File: src/core/ncfg_pkg.sv
// Package for the configuration memory map block: page numbers, field
// values, fixed header values, reset values and shared types.
// Assumes pages of four bytes, byte 0 in bits 7:0 of a page word.
package ncfg_pkg;

	// Page addresses
	localparam logic [7:0] NCFG_PG_HDR0    = 8'h31;
	localparam logic [7:0] NCFG_PG_HDR1    = 8'h32;
	localparam logic [7:0] NCFG_PG_HDR2    = 8'h33;
	localparam logic [7:0] NCFG_PG_FLAG    = 8'h40;
	localparam logic [7:0] NCFG_PG_PIN     = 8'h41;
	localparam logic [7:0] NCFG_PG_SEC     = 8'h42;
	localparam logic [7:0] NCFG_PG_RSV     = 8'h43;
	localparam logic [7:0] NCFG_PG_KEY0    = 8'h44;
	localparam logic [7:0] NCFG_PG_KEY3    = 8'h47;
	localparam logic [7:0] NCFG_PG_PID0    = 8'h48;
	localparam logic [7:0] NCFG_PG_PID2    = 8'h4A;
	localparam logic [7:0] NCFG_PG_CFG_LO  = 8'h40;
	localparam logic [7:0] NCFG_PG_CFG_HI  = 8'h4A;

	// Fixed header bytes
	localparam logic [7:0] NCFG_HDR_START  = 8'hE0;
	localparam logic [7:0] NCFG_HDR_LEN    = 8'h0A;
	localparam logic [7:0] NCFG_HDR_VER    = 8'h01;
	localparam logic [7:0] NCFG_HDR_REV    = 8'h02;
	localparam logic [7:0] NCFG_HDR_END    = 8'hFE;

	// Field values
	localparam logic [7:0] NCFG_APPLY_KEY  = 8'h55;
	localparam logic [7:0] NCFG_SEC_NORMAL = 8'h00;
	localparam logic [7:0] NCFG_SEC_IMPL   = 8'h01;
	localparam logic [7:0] NCFG_SEC_EXPL   = 8'h02;
	localparam logic [7:0] NCFG_SEC_SWITCH = 8'h03;
	localparam logic [7:0] NCFG_TEACH_ON   = 8'h01;
	localparam logic [7:0] NCFG_TEACH_OFF  = 8'h00;

	// Reset values
	localparam logic [7:0]  NCFG_RST_SEC    = 8'h03;
	localparam logic [7:0]  NCFG_RST_PERMIT = 8'h01;
	localparam logic [7:0]  NCFG_RST_NEXT   = 8'h00;
	localparam logic [7:0]  NCFG_RST_FLAG   = 8'h00;
	localparam logic [31:0] NCFG_RST_PIN    = 32'h0000E215;

	// Page access from the reader side
	typedef struct packed {
		logic        rd;   // Page read strobe
		logic        wr;   // Page write strobe
		logic [7:0]  page; // Page address
		logic [31:0] wdata;// Page write data, byte 0 first
	} ncfg_req_t;

	// Answer to a page access
	typedef struct packed {
		logic        ack;  // Access accepted
		logic        nak;  // Access refused
		logic [31:0] rdata;// Page read data
	} ncfg_rsp_t;

	// Latch stage of the application, one press-and-release
	typedef enum logic [1:0] {
		NCFG_IDLE  = 2'b00,
		NCFG_APPLY = 2'b01,
		NCFG_RUN   = 2'b11
	} ncfg_state_t;

endpackage

File: src/core/ncfg_memmap.sv
// Page-addressed configuration memory map of a pushbutton transmitter.
// Assumes the reader side presents one page request per cycle on the
// same clock; press and switch inputs arrive asynchronously from pins.
`timescale 1ns/1ps
`default_nettype none

// Summary of operation
// - Page 0x31 byte 0 is 0xE0
// - Header length byte reads 0x0A
// - Structure major version byte reads 0x01
// - Maker identifier split across pages 0x31/0x32
// - Page 0x32 upper bytes hold structure identifier
// - Page 0x33 byte 0 reads revision 0x02
// - End marker 0xFE, rest unused
// - Wide fields stored big-endian
// - Configuration locked until correct PIN
// - Level changes and the move to the user key applied only with apply byte 0x55
// - New PIN active after next press
// - Security byte selects radio mode
// - Switch-defined value 3 refused; above reserved
// - NFC level change blocks switch mode changes
// - Later NFC level writes still accepted
// - Teach permit byte gates switch teach-in
// - Next-teach byte forces teach, then clears
// - Twelve-character product text mirrors identification
// - User key write-only, cleared after copy
// - User key used, rolling counter restarts
// - Pages of four bytes addressed
// - First press after change with apply byte 0x55 only applies
module ncfg_memmap
	import ncfg_pkg::*;
#(
	parameter logic [15:0] MAKER_ID  = 16'h1234,  // Arbitrary value
	parameter logic [23:0] STRUCT_ID = 24'h00ABCD // Arbitrary value
) (
	input  wire logic        clk_sys,         // System clock
	input  wire logic        rst,             // Async reset
	input  wire ncfg_req_t   req,             // Page request
	input  wire logic        unlock,          // Present-PIN strobe
	input  wire logic [31:0] unlock_pin,      // PIN presented
	input  wire logic        press_pin,       // Energy harvester pressed
	input  wire logic        factory_rst_pin, // Factory reset request
	input  wire logic        switch_mode_pin, // Contact switch mode request
	input  wire logic [7:0]  switch_level,    // Level the switch selects
	input  wire logic        telegram_sent,   // Telegram sent this cycle
	output ncfg_rsp_t        rsp,             // Page answer
	output logic             unlocked,        // Configuration area open
	output logic [7:0]       radio_mode,      // Active security level
	output logic             switch_blocked,  // Switch mode change blocked
	output logic             teach_enable,    // Switch may trigger teach
	output logic             force_teach,     // Next telegram next_telegram_teach
	output logic             radio_inhibit,   // Suppress telegram this cycle
	output logic [127:0]     active_key,      // Key securing telegrams
	output logic             use_user_key,    // User key in use
	output logic             counter_restart, // Rolling counter to zero
	output logic [95:0]      ident_product,   // Product text for ident string
	output logic             ident_update     // Ident string refresh pulse
);
	// Shadow registers seen by the reader
	logic [7:0]   apply_changes_flag_reg;     // Apply byte
	logic [31:0]  replacement_access_pin_reg; // Pending PIN
	logic [7:0]   radio_security_level_reg;   // Written level
	logic [7:0]   teach_permit_reg;           // Teach permit
	logic [7:0]   next_telegram_teach_reg;    // Next telegram teach
	logic [127:0] custom_security_key_reg;    // Key staging
	logic [95:0]  product_identifier_text_reg;// Product text
	logic [3:0]   key_written_reg;            // Key pages loaded

	// Internal state
	logic [31:0]  access_pin_reg;   // PIN in force
	logic         unlocked_reg;     // Session open
	logic         pending_reg;      // Change awaiting a press
	logic         pin_pending_reg;  // New PIN written
	logic         lvl_written_reg;  // Level written over NFC
	logic         key_pending_reg;  // User key fully written
	logic [127:0] user_key_reg;     // Internal key copy
	logic [127:0] factory_key_reg;  // Factory key, zero here
	logic [7:0]   radio_mode_reg;   // Applied level
	logic         blocked_reg;      // Switch changes blocked
	logic         use_user_reg;     // User key applied
	logic         restart_reg;      // Counter restart pulse
	logic         inhibit_reg;      // Apply-only press
	logic         ident_upd_reg;    // Ident refresh pulse
	ncfg_rsp_t    rsp_reg;          // Registered answer
	ncfg_state_t  state_reg;        // Apply sequencing

	logic press_rise;  // Press edge
	logic fact_rise;   // Factory reset edge
	logic sw_rise;     // Switch mode edge
	logic in_cfg;      // Page inside configuration area
	logic wr_ok;       // Accepted configuration write
	logic [31:0] rd_word; // Read mux result

	// Pin inputs pass two flops each
	ncfg_sync u_press (
		.clk_sys (clk_sys),
		.rst     (rst),
		.din     (press_pin),
		.level   (),
		.rise    (press_rise)
	);
	ncfg_sync u_fact (
		.clk_sys (clk_sys),
		.rst     (rst),
		.din     (factory_rst_pin),
		.level   (),
		.rise    (fact_rise)
	);
	ncfg_sync u_sw (
		.clk_sys (clk_sys),
		.rst     (rst),
		.din     (switch_mode_pin),
		.level   (),
		.rise    (sw_rise)
	);

	assign in_cfg = (req.page >= NCFG_PG_CFG_LO) &&
		(req.page <= NCFG_PG_CFG_HI);
	assign wr_ok = req.wr && in_cfg && unlocked_reg;
	assign factory_key_reg = '0;

	// Unlock: the old PIN stays in force until a press applies a new one
	always_ff @(posedge clk_sys or posedge rst) begin
		if (rst) begin
			unlocked_reg <= 1'b0;
		end else if (unlock) begin
			unlocked_reg <= (unlock_pin == access_pin_reg);
		end
	end

	// Read mux; header constant, big-endian fields, byte 0 in low bits
	always_comb begin
		rd_word = '0;
		unique case (req.page)
			NCFG_PG_HDR0: rd_word = {MAKER_ID[15:8], NCFG_HDR_VER,
				NCFG_HDR_LEN, NCFG_HDR_START};
			NCFG_PG_HDR1: rd_word = {STRUCT_ID[7:0], STRUCT_ID[15:8],
				STRUCT_ID[23:16], MAKER_ID[7:0]};
			NCFG_PG_HDR2: rd_word = {16'h0000, NCFG_HDR_END,
				NCFG_HDR_REV};
			NCFG_PG_FLAG: rd_word = {24'h000000, apply_changes_flag_reg};
			NCFG_PG_PIN: rd_word = {replacement_access_pin_reg[7:0],
				replacement_access_pin_reg[15:8],
				replacement_access_pin_reg[23:16],
				replacement_access_pin_reg[31:24]};
			NCFG_PG_SEC: rd_word = {8'h00, next_telegram_teach_reg,
				teach_permit_reg, radio_security_level_reg};
			8'h48, 8'h49, 8'h4A: begin
				for (int b = 0; b < 4; b++) begin
					rd_word[b*8 +: 8] = product_identifier_text_reg[
						95 - 8*(4*(req.page - NCFG_PG_PID0) + b) -: 8];
				end
			end
			default: rd_word = '0; // Key pages read zero
		endcase
	end

	// Page answer; configuration refused while locked
	always_ff @(posedge clk_sys or posedge rst) begin
		if (rst) begin
			rsp_reg <= '0;
		end else begin
			rsp_reg.ack   <= (req.rd | req.wr) & (~in_cfg | unlocked_reg);
			rsp_reg.nak   <= (req.rd | req.wr) & in_cfg & ~unlocked_reg;
			rsp_reg.rdata <= (req.rd && (!in_cfg || unlocked_reg)) ?
				rd_word : 32'h0;
		end
	end

	// Apply byte and pending PIN
	always_ff @(posedge clk_sys or posedge rst) begin
		if (rst) begin
			apply_changes_flag_reg     <= NCFG_RST_FLAG;
			replacement_access_pin_reg <= NCFG_RST_PIN;
			pin_pending_reg            <= 1'b0;
		end else begin
			if (press_rise && pending_reg) begin
				apply_changes_flag_reg <= NCFG_RST_FLAG;
				pin_pending_reg        <= 1'b0;
			end
			if (wr_ok && req.page == NCFG_PG_FLAG) begin
				apply_changes_flag_reg <= req.wdata[7:0];
			end
			if (wr_ok && req.page == NCFG_PG_PIN) begin
				replacement_access_pin_reg <= {req.wdata[7:0],
					req.wdata[15:8], req.wdata[23:16],
					req.wdata[31:24]};
				pin_pending_reg <= 1'b1;
			end
		end
	end

	// Access PIN changes only on a press while a change is pending
	always_ff @(posedge clk_sys or posedge rst) begin
		if (rst) begin
			access_pin_reg <= NCFG_RST_PIN;
		end else if (press_rise && pending_reg && pin_pending_reg) begin
			access_pin_reg <= replacement_access_pin_reg;
		end
	end

	// Security page; value 3 and reserved codes are refused
	always_ff @(posedge clk_sys or posedge rst) begin
		if (rst) begin
			radio_security_level_reg <= NCFG_RST_SEC;
			teach_permit_reg         <= NCFG_RST_PERMIT;
			next_telegram_teach_reg  <= NCFG_RST_NEXT;
			lvl_written_reg          <= 1'b0;
		end else if (fact_rise) begin
			radio_security_level_reg <= NCFG_RST_SEC;
			teach_permit_reg         <= NCFG_RST_PERMIT;
			next_telegram_teach_reg  <= NCFG_RST_NEXT;
			lvl_written_reg          <= 1'b0;
		end else begin
			// Clear after the teach telegram; a same-cycle write wins
			if (telegram_sent && force_teach) begin
				next_telegram_teach_reg <= NCFG_TEACH_OFF;
			end
			if (wr_ok && req.page == NCFG_PG_SEC) begin
				if (req.wdata[7:0] < NCFG_SEC_SWITCH) begin
					radio_security_level_reg <= req.wdata[7:0];
					lvl_written_reg          <= 1'b1;
				end
				if (req.wdata[15:8] <= NCFG_TEACH_ON) begin
					teach_permit_reg <= req.wdata[15:8];
				end
				if (req.wdata[23:16] <= NCFG_TEACH_ON) begin
					next_telegram_teach_reg <= req.wdata[23:16];
				end
			end
		end
	end

	// Key staging: write-only, cleared once copied
	always_ff @(posedge clk_sys or posedge rst) begin
		if (rst) begin
			custom_security_key_reg <= '0;
			key_written_reg         <= '0;
			key_pending_reg         <= 1'b0;
		end else if (key_written_reg == 4'hF) begin
			custom_security_key_reg <= '0;
			key_written_reg         <= '0;
			key_pending_reg         <= 1'b1;
		end else begin
			// Held until the apply cycle has used it; a new full key wins
			if (state_reg == NCFG_APPLY) begin
				key_pending_reg <= 1'b0;
			end
			if (wr_ok && req.page >= NCFG_PG_KEY0 &&
				req.page <= NCFG_PG_KEY3) begin
				for (int b = 0; b < 4; b++) begin
					custom_security_key_reg[127 - 8*(4*(req.page -
						NCFG_PG_KEY0) + b) -: 8] <= req.wdata[b*8 +: 8];
				end
				key_written_reg[2'(req.page - NCFG_PG_KEY0)] <= 1'b1;
			end
		end
	end

	// Internal key copy
	always_ff @(posedge clk_sys or posedge rst) begin
		if (rst) begin
			user_key_reg <= '0;
		end else if (key_written_reg == 4'hF) begin
			user_key_reg <= custom_security_key_reg;
		end
	end

	// Product text and identification refresh
	always_ff @(posedge clk_sys or posedge rst) begin
		if (rst) begin
			product_identifier_text_reg <= '0;
			ident_upd_reg               <= 1'b0;
		end else begin
			ident_upd_reg <= 1'b0;
			if (wr_ok && req.page >= NCFG_PG_PID0 &&
				req.page <= NCFG_PG_PID2) begin
				for (int b = 0; b < 4; b++) begin
					product_identifier_text_reg[95 - 8*(4*(req.page -
						NCFG_PG_PID0) + b) -: 8] <= req.wdata[b*8 +: 8];
				end
				ident_upd_reg <= 1'b1;
			end
		end
	end

	// Pending change: set by any accepted write, set beats clear
	always_ff @(posedge clk_sys or posedge rst) begin
		if (rst) begin
			pending_reg <= 1'b0;
		end else if (wr_ok) begin
			pending_reg <= 1'b1;
		end else if (press_rise) begin
			pending_reg <= 1'b0;
		end
	end

	// Apply sequencing: first press only loads, next presses transmit
	always_ff @(posedge clk_sys or posedge rst) begin
		if (rst) begin
			state_reg   <= NCFG_IDLE;
			inhibit_reg <= 1'b0;
		end else begin
			unique case (state_reg)
				NCFG_IDLE: begin
					inhibit_reg <= 1'b0;
					if (press_rise && pending_reg &&
						apply_changes_flag_reg == NCFG_APPLY_KEY) begin
						state_reg   <= NCFG_APPLY;
						inhibit_reg <= 1'b1;
					end
				end
				NCFG_APPLY: begin
					state_reg <= NCFG_RUN;
				end
				NCFG_RUN: begin
					inhibit_reg <= 1'b0;
					state_reg   <= NCFG_IDLE;
				end
				default: state_reg <= NCFG_IDLE;
			endcase
		end
	end

	// Applied mode, switch blocking and key selection
	always_ff @(posedge clk_sys or posedge rst) begin
		if (rst) begin
			radio_mode_reg <= NCFG_RST_SEC;
			blocked_reg    <= 1'b0;
			use_user_reg   <= 1'b0;
			restart_reg    <= 1'b0;
		end else begin
			restart_reg <= 1'b0;
			if (fact_rise) begin
				radio_mode_reg <= NCFG_RST_SEC;
				blocked_reg    <= 1'b0;
				use_user_reg   <= 1'b0;
			end else if (state_reg == NCFG_APPLY) begin
				if (lvl_written_reg) begin
					radio_mode_reg <= radio_security_level_reg;
					blocked_reg    <= 1'b1;
				end
				if (key_pending_reg) begin
					use_user_reg <= 1'b1;
					restart_reg  <= 1'b1;
				end
			end else if (sw_rise && !blocked_reg) begin
				radio_mode_reg <= switch_level;
			end
		end
	end

	assign rsp             = rsp_reg;
	assign unlocked        = unlocked_reg;
	assign radio_mode      = radio_mode_reg;
	assign switch_blocked  = blocked_reg;
	assign teach_enable    = (teach_permit_reg == NCFG_TEACH_ON);
	assign force_teach     = (next_telegram_teach_reg == NCFG_TEACH_ON);
	assign radio_inhibit   = inhibit_reg;
	assign active_key      = use_user_reg ? user_key_reg : factory_key_reg;
	assign use_user_key    = use_user_reg;
	assign counter_restart = restart_reg;
	assign ident_product   = product_identifier_text_reg;
	assign ident_update    = ident_upd_reg;

	// Locked configuration read is always refused next cycle
	chk_locked_refuse: assert property (@(posedge clk_sys) disable iff (rst)
		(req.rd && in_cfg && !unlocked_reg) |=> rsp.nak && !rsp.ack)
		else $error("locked config access not refused");

	// Header start marker constant
	chk_header_start: assert property (@(posedge clk_sys) disable iff (rst)
		(req.rd && req.page == NCFG_PG_HDR0) |=>
		rsp.rdata[7:0] == 8'hE0 && rsp.rdata[15:8] == 8'h0A)
		else $error("header start or length wrong");

	// End marker and revision
	chk_header_end: assert property (@(posedge clk_sys) disable iff (rst)
		(req.rd && req.page == NCFG_PG_HDR2) |=>
		rsp.rdata == 32'h0000FE02)
		else $error("header end page wrong");

	// Value 3 never stored from a write
	chk_level_refuse: assert property (@(posedge clk_sys) disable iff (rst)
		(wr_ok && req.page == NCFG_PG_SEC && req.wdata[7:0] == 8'h03 &&
		!fact_rise) |=> $stable(radio_security_level_reg))
		else $error("switch-defined level accepted");

	// First key page never reads back
	chk_key_hidden: assert property (@(posedge clk_sys) disable iff (rst)
		(req.rd && req.page == NCFG_PG_KEY0) |=> rsp.rdata == 32'h0)
		else $error("user key readable");

	// PIN unchanged without a press
	chk_pin_hold: assert property (@(posedge clk_sys) disable iff (rst)
		!press_rise |=> $stable(access_pin_reg))
		else $error("access pin changed without press");

	// Blocked switch leaves mode alone
	chk_switch_block: assert property (@(posedge clk_sys) disable iff (rst)
		(sw_rise && blocked_reg && !fact_rise && state_reg != NCFG_APPLY)
		|=> $stable(radio_mode_reg))
		else $error("switch changed blocked mode");

	// Apply press inhibits radio for exactly two cycles
	chk_apply_inhibit: assert property (@(posedge clk_sys) disable iff (rst)
		($rose(inhibit_reg) && state_reg == NCFG_APPLY) |->
		inhibit_reg ##1 inhibit_reg ##1 !inhibit_reg)
		else $error("apply inhibit length wrong");
endmodule
`default_nettype wire

File: src/core/ncfg_sync.sv
// Two-flop synchroniser with a rising-edge pulse after the second flop.
// Assumes an asynchronous input level, active high.
`timescale 1ns/1ps
`default_nettype none
module ncfg_sync (
	input  wire logic clk_sys, // System clock
	input  wire logic rst,     // Async reset
	input  wire logic din,     // Raw level
	output logic      level,   // Synchronised level
	output logic      rise     // One-cycle pulse on rising edge
);
	logic meta_reg; // First stage, read only by the second
	logic sync_reg; // Second stage
	logic last_reg; // Previous second stage for edge detect

	// Two stages, then edge history
	always_ff @(posedge clk_sys or posedge rst) begin
		if (rst) begin
			meta_reg <= 1'b0;
			sync_reg <= 1'b0;
			last_reg <= 1'b0;
		end else begin
			meta_reg <= din;
			sync_reg <= meta_reg;
			last_reg <= sync_reg;
		end
	end

	assign level = sync_reg;
	assign rise  = sync_reg & ~last_reg;
endmodule
`default_nettype wire

File: config.mk
export PLATFORM = sky130hd
export DESIGN_NAME = ncfg_memmap
export DESIGN_NICKNAME = d
export VERILOG_FILES = /design/src/core/ncfg_pkg.sv /design/src/core/ncfg_memmap.sv /design/src/core/ncfg_sync.sv
export SDC_FILE = /design/constraint.sdc
export NUM_CORES = 1
export LEC_CHECK = 0
export BUFFER_PORTS_ARGS = -buffer_cell sky130_fd_sc_hd__buf_2
export CORE_ASPECT_RATIO = 1.25
export CORE_MARGIN = 2
export CORE_UTILIZATION = 30
export DETAILED_ROUTE_END_ITERATION = 10
export SYNTH_ARGS = -nofsm -noshare
export SYNTH_HDL_FRONTEND = slang
export SYNTH_SLANG_ARGS = --single-unit
File: constraint.sdc
create_clock -name clk_sys -period 35.6 [get_ports clk_sys]
set_input_delay 0 -clock clk_sys [delete_from_list [all_inputs] [get_ports clk_sys]]
set_output_delay 0 -clock clk_sys [all_outputs]
set_load 0.02 [all_outputs]
==> impl_metrics.toml <==
[outcome]
outcome = "finished clean"

[grt]
grt.overflow.total = 0
grt_max_degree = 175
first_global_vias = 17600
grt_pass1_wl_um = 114000
grtUsageTotal_pct = 18.9
antenna_found_initial = 23

[final_layout]
stdcell_area_um2 = 28800
area_growth_pct = 22.8
layout_commonest_cell = "nand2_1"
multi_input_area_um2 = 9880
layout_common_cells = "704 x nand2_1, 495 x dfrtp_1, 362 x buf_2"
finalNonFillerCells = 3732
postLayoutCoreUtil_pct = 37.2
fillers = 7767
regArea_um2 = 12900
nNetsFinal = 2748
drive_above_1_share_pct = 23.2

[timing]
post-route-period-util_pct = 10.1
hold_slack_ns = 0.0351
tightest_slew_ns = 1.14
postLayoutSetupSlackWorst_ns = 31.99
fin_tns_setup_ns = 0
relSlewSlack_pct = 23.8
rsz0062_at_grt = "no"
post-route-min-period_ns = 3.61
report.final.slew_viol_count = 0
fmax_mhz = 277
hold_viol_final = 0
setup_violations = 0
clock_skew_ns = 0.0252

[critical_path]
path_buf_inv = 4
cp-startpoint = "req[32]"
cp.arrival_ns = 4.11
slowest_delay_ns = 0.54
cp-endpoint = "ident_product[10]"
reg2regPathDepth = 8
reg2reg_to = "custom_security_key_reg[8]"
cp_data_required_time_ns = 36.10
end_kind = "register"
reg2reg_from = "key_written_reg[3]"
cp.depth = 13
rrSetupSlack_ns = 32.04
slowest_stage = "or4b_1"
critPathTopFamily = "buffers and inverters"
path_class = "input pin to register"
crit_chain = "dlygate4sd3_1, buf_2, buf_4, ha_1, and3b_1, nand2_1, ha_1, nand3_1, or4b_1, nand3b_4, nor4_4, buf_4, mux2_1"
crit_path_max_fanout = 41
cp-start-kind = "input pin"

[detailed_routing]
m1WireLength_um = 33300
wl_um = 76900
drtIter0Drc = 943
route.met3.wl_um = 4430
via_per_inst = 4.76
num_vias = 17800
wl_met2_um = 36100
route.detailed.drc = 0
antenna_left = 0
routed.top_layer = "met5"
drt_first_pass_iters = 7
wire_per_inst_um = 20.6

[power]
ir_worst_vdd_mv = 0.0354
pwr_density_cell_nw_per_um2 = 45.5
power_mw = 1.31
leakagePower_nw = 14.6

[clock_network]
cts_buffer_depth = 3
clockRootBuffer = "clkbuf_16"
cts_buffers = 56
clock-sinks = 515
clk_latency_ns = 0.62
clkTransAtPathRegs_ns = 0.06
cts_tree = "yes"
htreeDepth = 2

[synthesis]
avgSynthCellArea_um2 = 10.3
synth_cell_types = 71
ys_top_cells_by_area = "dfrtp_1 53%, nand2_1 11%, mux2i_1 7.1%"
syn_nets = 2378
ys_warn_count = 0
ys_ff_latch = 515
synthCells = 2269
ys_async_sr_fraction_pct = 100
seq_area_frac_synth_pct = 55.0
synth_area_um2 = 23500
synth_top_area_share_pct = 52.9
synth_top_cell_by_area = "dfrtp_1"
synth_edf_count = 0
synthFlopType = "dfrtp_1"

[placement]
place_area_um2 = 26300
dpl_worst_slack_ns = 31.52
routabilityCongestion = 0.853
io_buffer_count = 362
hpwl_um = 54700
placed_cells = 3570

[die]
die_area_um2 = 80500
coreArea_um2 = 77500
die_x_um = 254
fp-row-count = 114
ios = 363
die_h_um = 317
start_util_pct = 30.3

[job]
maxCapViolations = 0

[worst_hold_path]
holdCritPathClass = "input pin to async pin"
-- layout make-up --
class / instances / area share [%]
Antenna cell: 1 / 0.00868
Clock buffer: 79 / 5.87
Clock inverter: 27 / 1.04
Inverter: 33 / 0.456
Multi-Input combinational cell: 1587 / 34.3
Sequential cell: 515 / 44.8
Tap cell: 1044 / 4.53
Timing Repair Buffer: 446 / 9.00
-- logic make-up (layout without fill, tap and decap cells) --
logic type                 after synthesis  after routing  share of synthesized area [%]
and+or+nand+nor                       1033           1033                           20.3
DFF                                    515            515                           55.0
muxes                                  308            308                           13.9
AOI/OAI and AO/OA                      179            179                           4.93
buffers and inverters                  167            585                           2.98
xor gates and xnor gates                47             47                           1.75
adders and majority gates               20             20                           1.07
other                                    0              1                              0
-- tightest hold or removal path, delay by kind of cell --
family                 cells  cell delay [ns]
buffers and inverters      3             1.10
-- synth_stat cells, types with 19 or more instances --
master / instances
xnor2_1: 27
and2_1: 173
o21ai_0: 78
a21oi_1: 28
nand2_1: 704
dfrtp_1: 496
nor2_1: 50
inv_1: 32
dfstp_2: 19
mux2_1: 60
xor2_1: 20
mux2i_1: 166
mux2_2: 82
clkbuf_1: 101
ha_1: 20
-- timing repair --
item                                    4_1_cts  5_1_grt
setup buffers                                 0        0
endpoints found under the hold margin       341        0
gates resized for setup                       0        0
hold buffers                                 55        0
endpoints found under the setup margin        0        0
-- worst min-delay path by stage --
stage               depth (start not counted)             from          endpoint
finish                                      3              rst  user_key_reg[33]
global route                                2        press_pin  u_press.meta_reg
CTS                                         2        press_pin  u_press.meta_reg
detailed placement                          1        press_pin  u_press.meta_reg
global placement                            1  factory_rst_pin   u_fact.meta_reg
floorplan                                   0  factory_rst_pin   u_fact.meta_reg
-- layer usage --
metal,up-vias,global-route usage [%]
li1,8264,-
met1,8803,25.1
met2,518,30.4
met3,162,4.00
met4,22,7.14
met5,-,0
-- where the power goes --
group	internal, mW	leakage, nW	switching (mW)
Clock	0.368	0.994	0.255
Sequential	0.592	6.41	0.00368
Combinational	0.0296	7.22	0.0642
(Power assumes the default switching activity.)
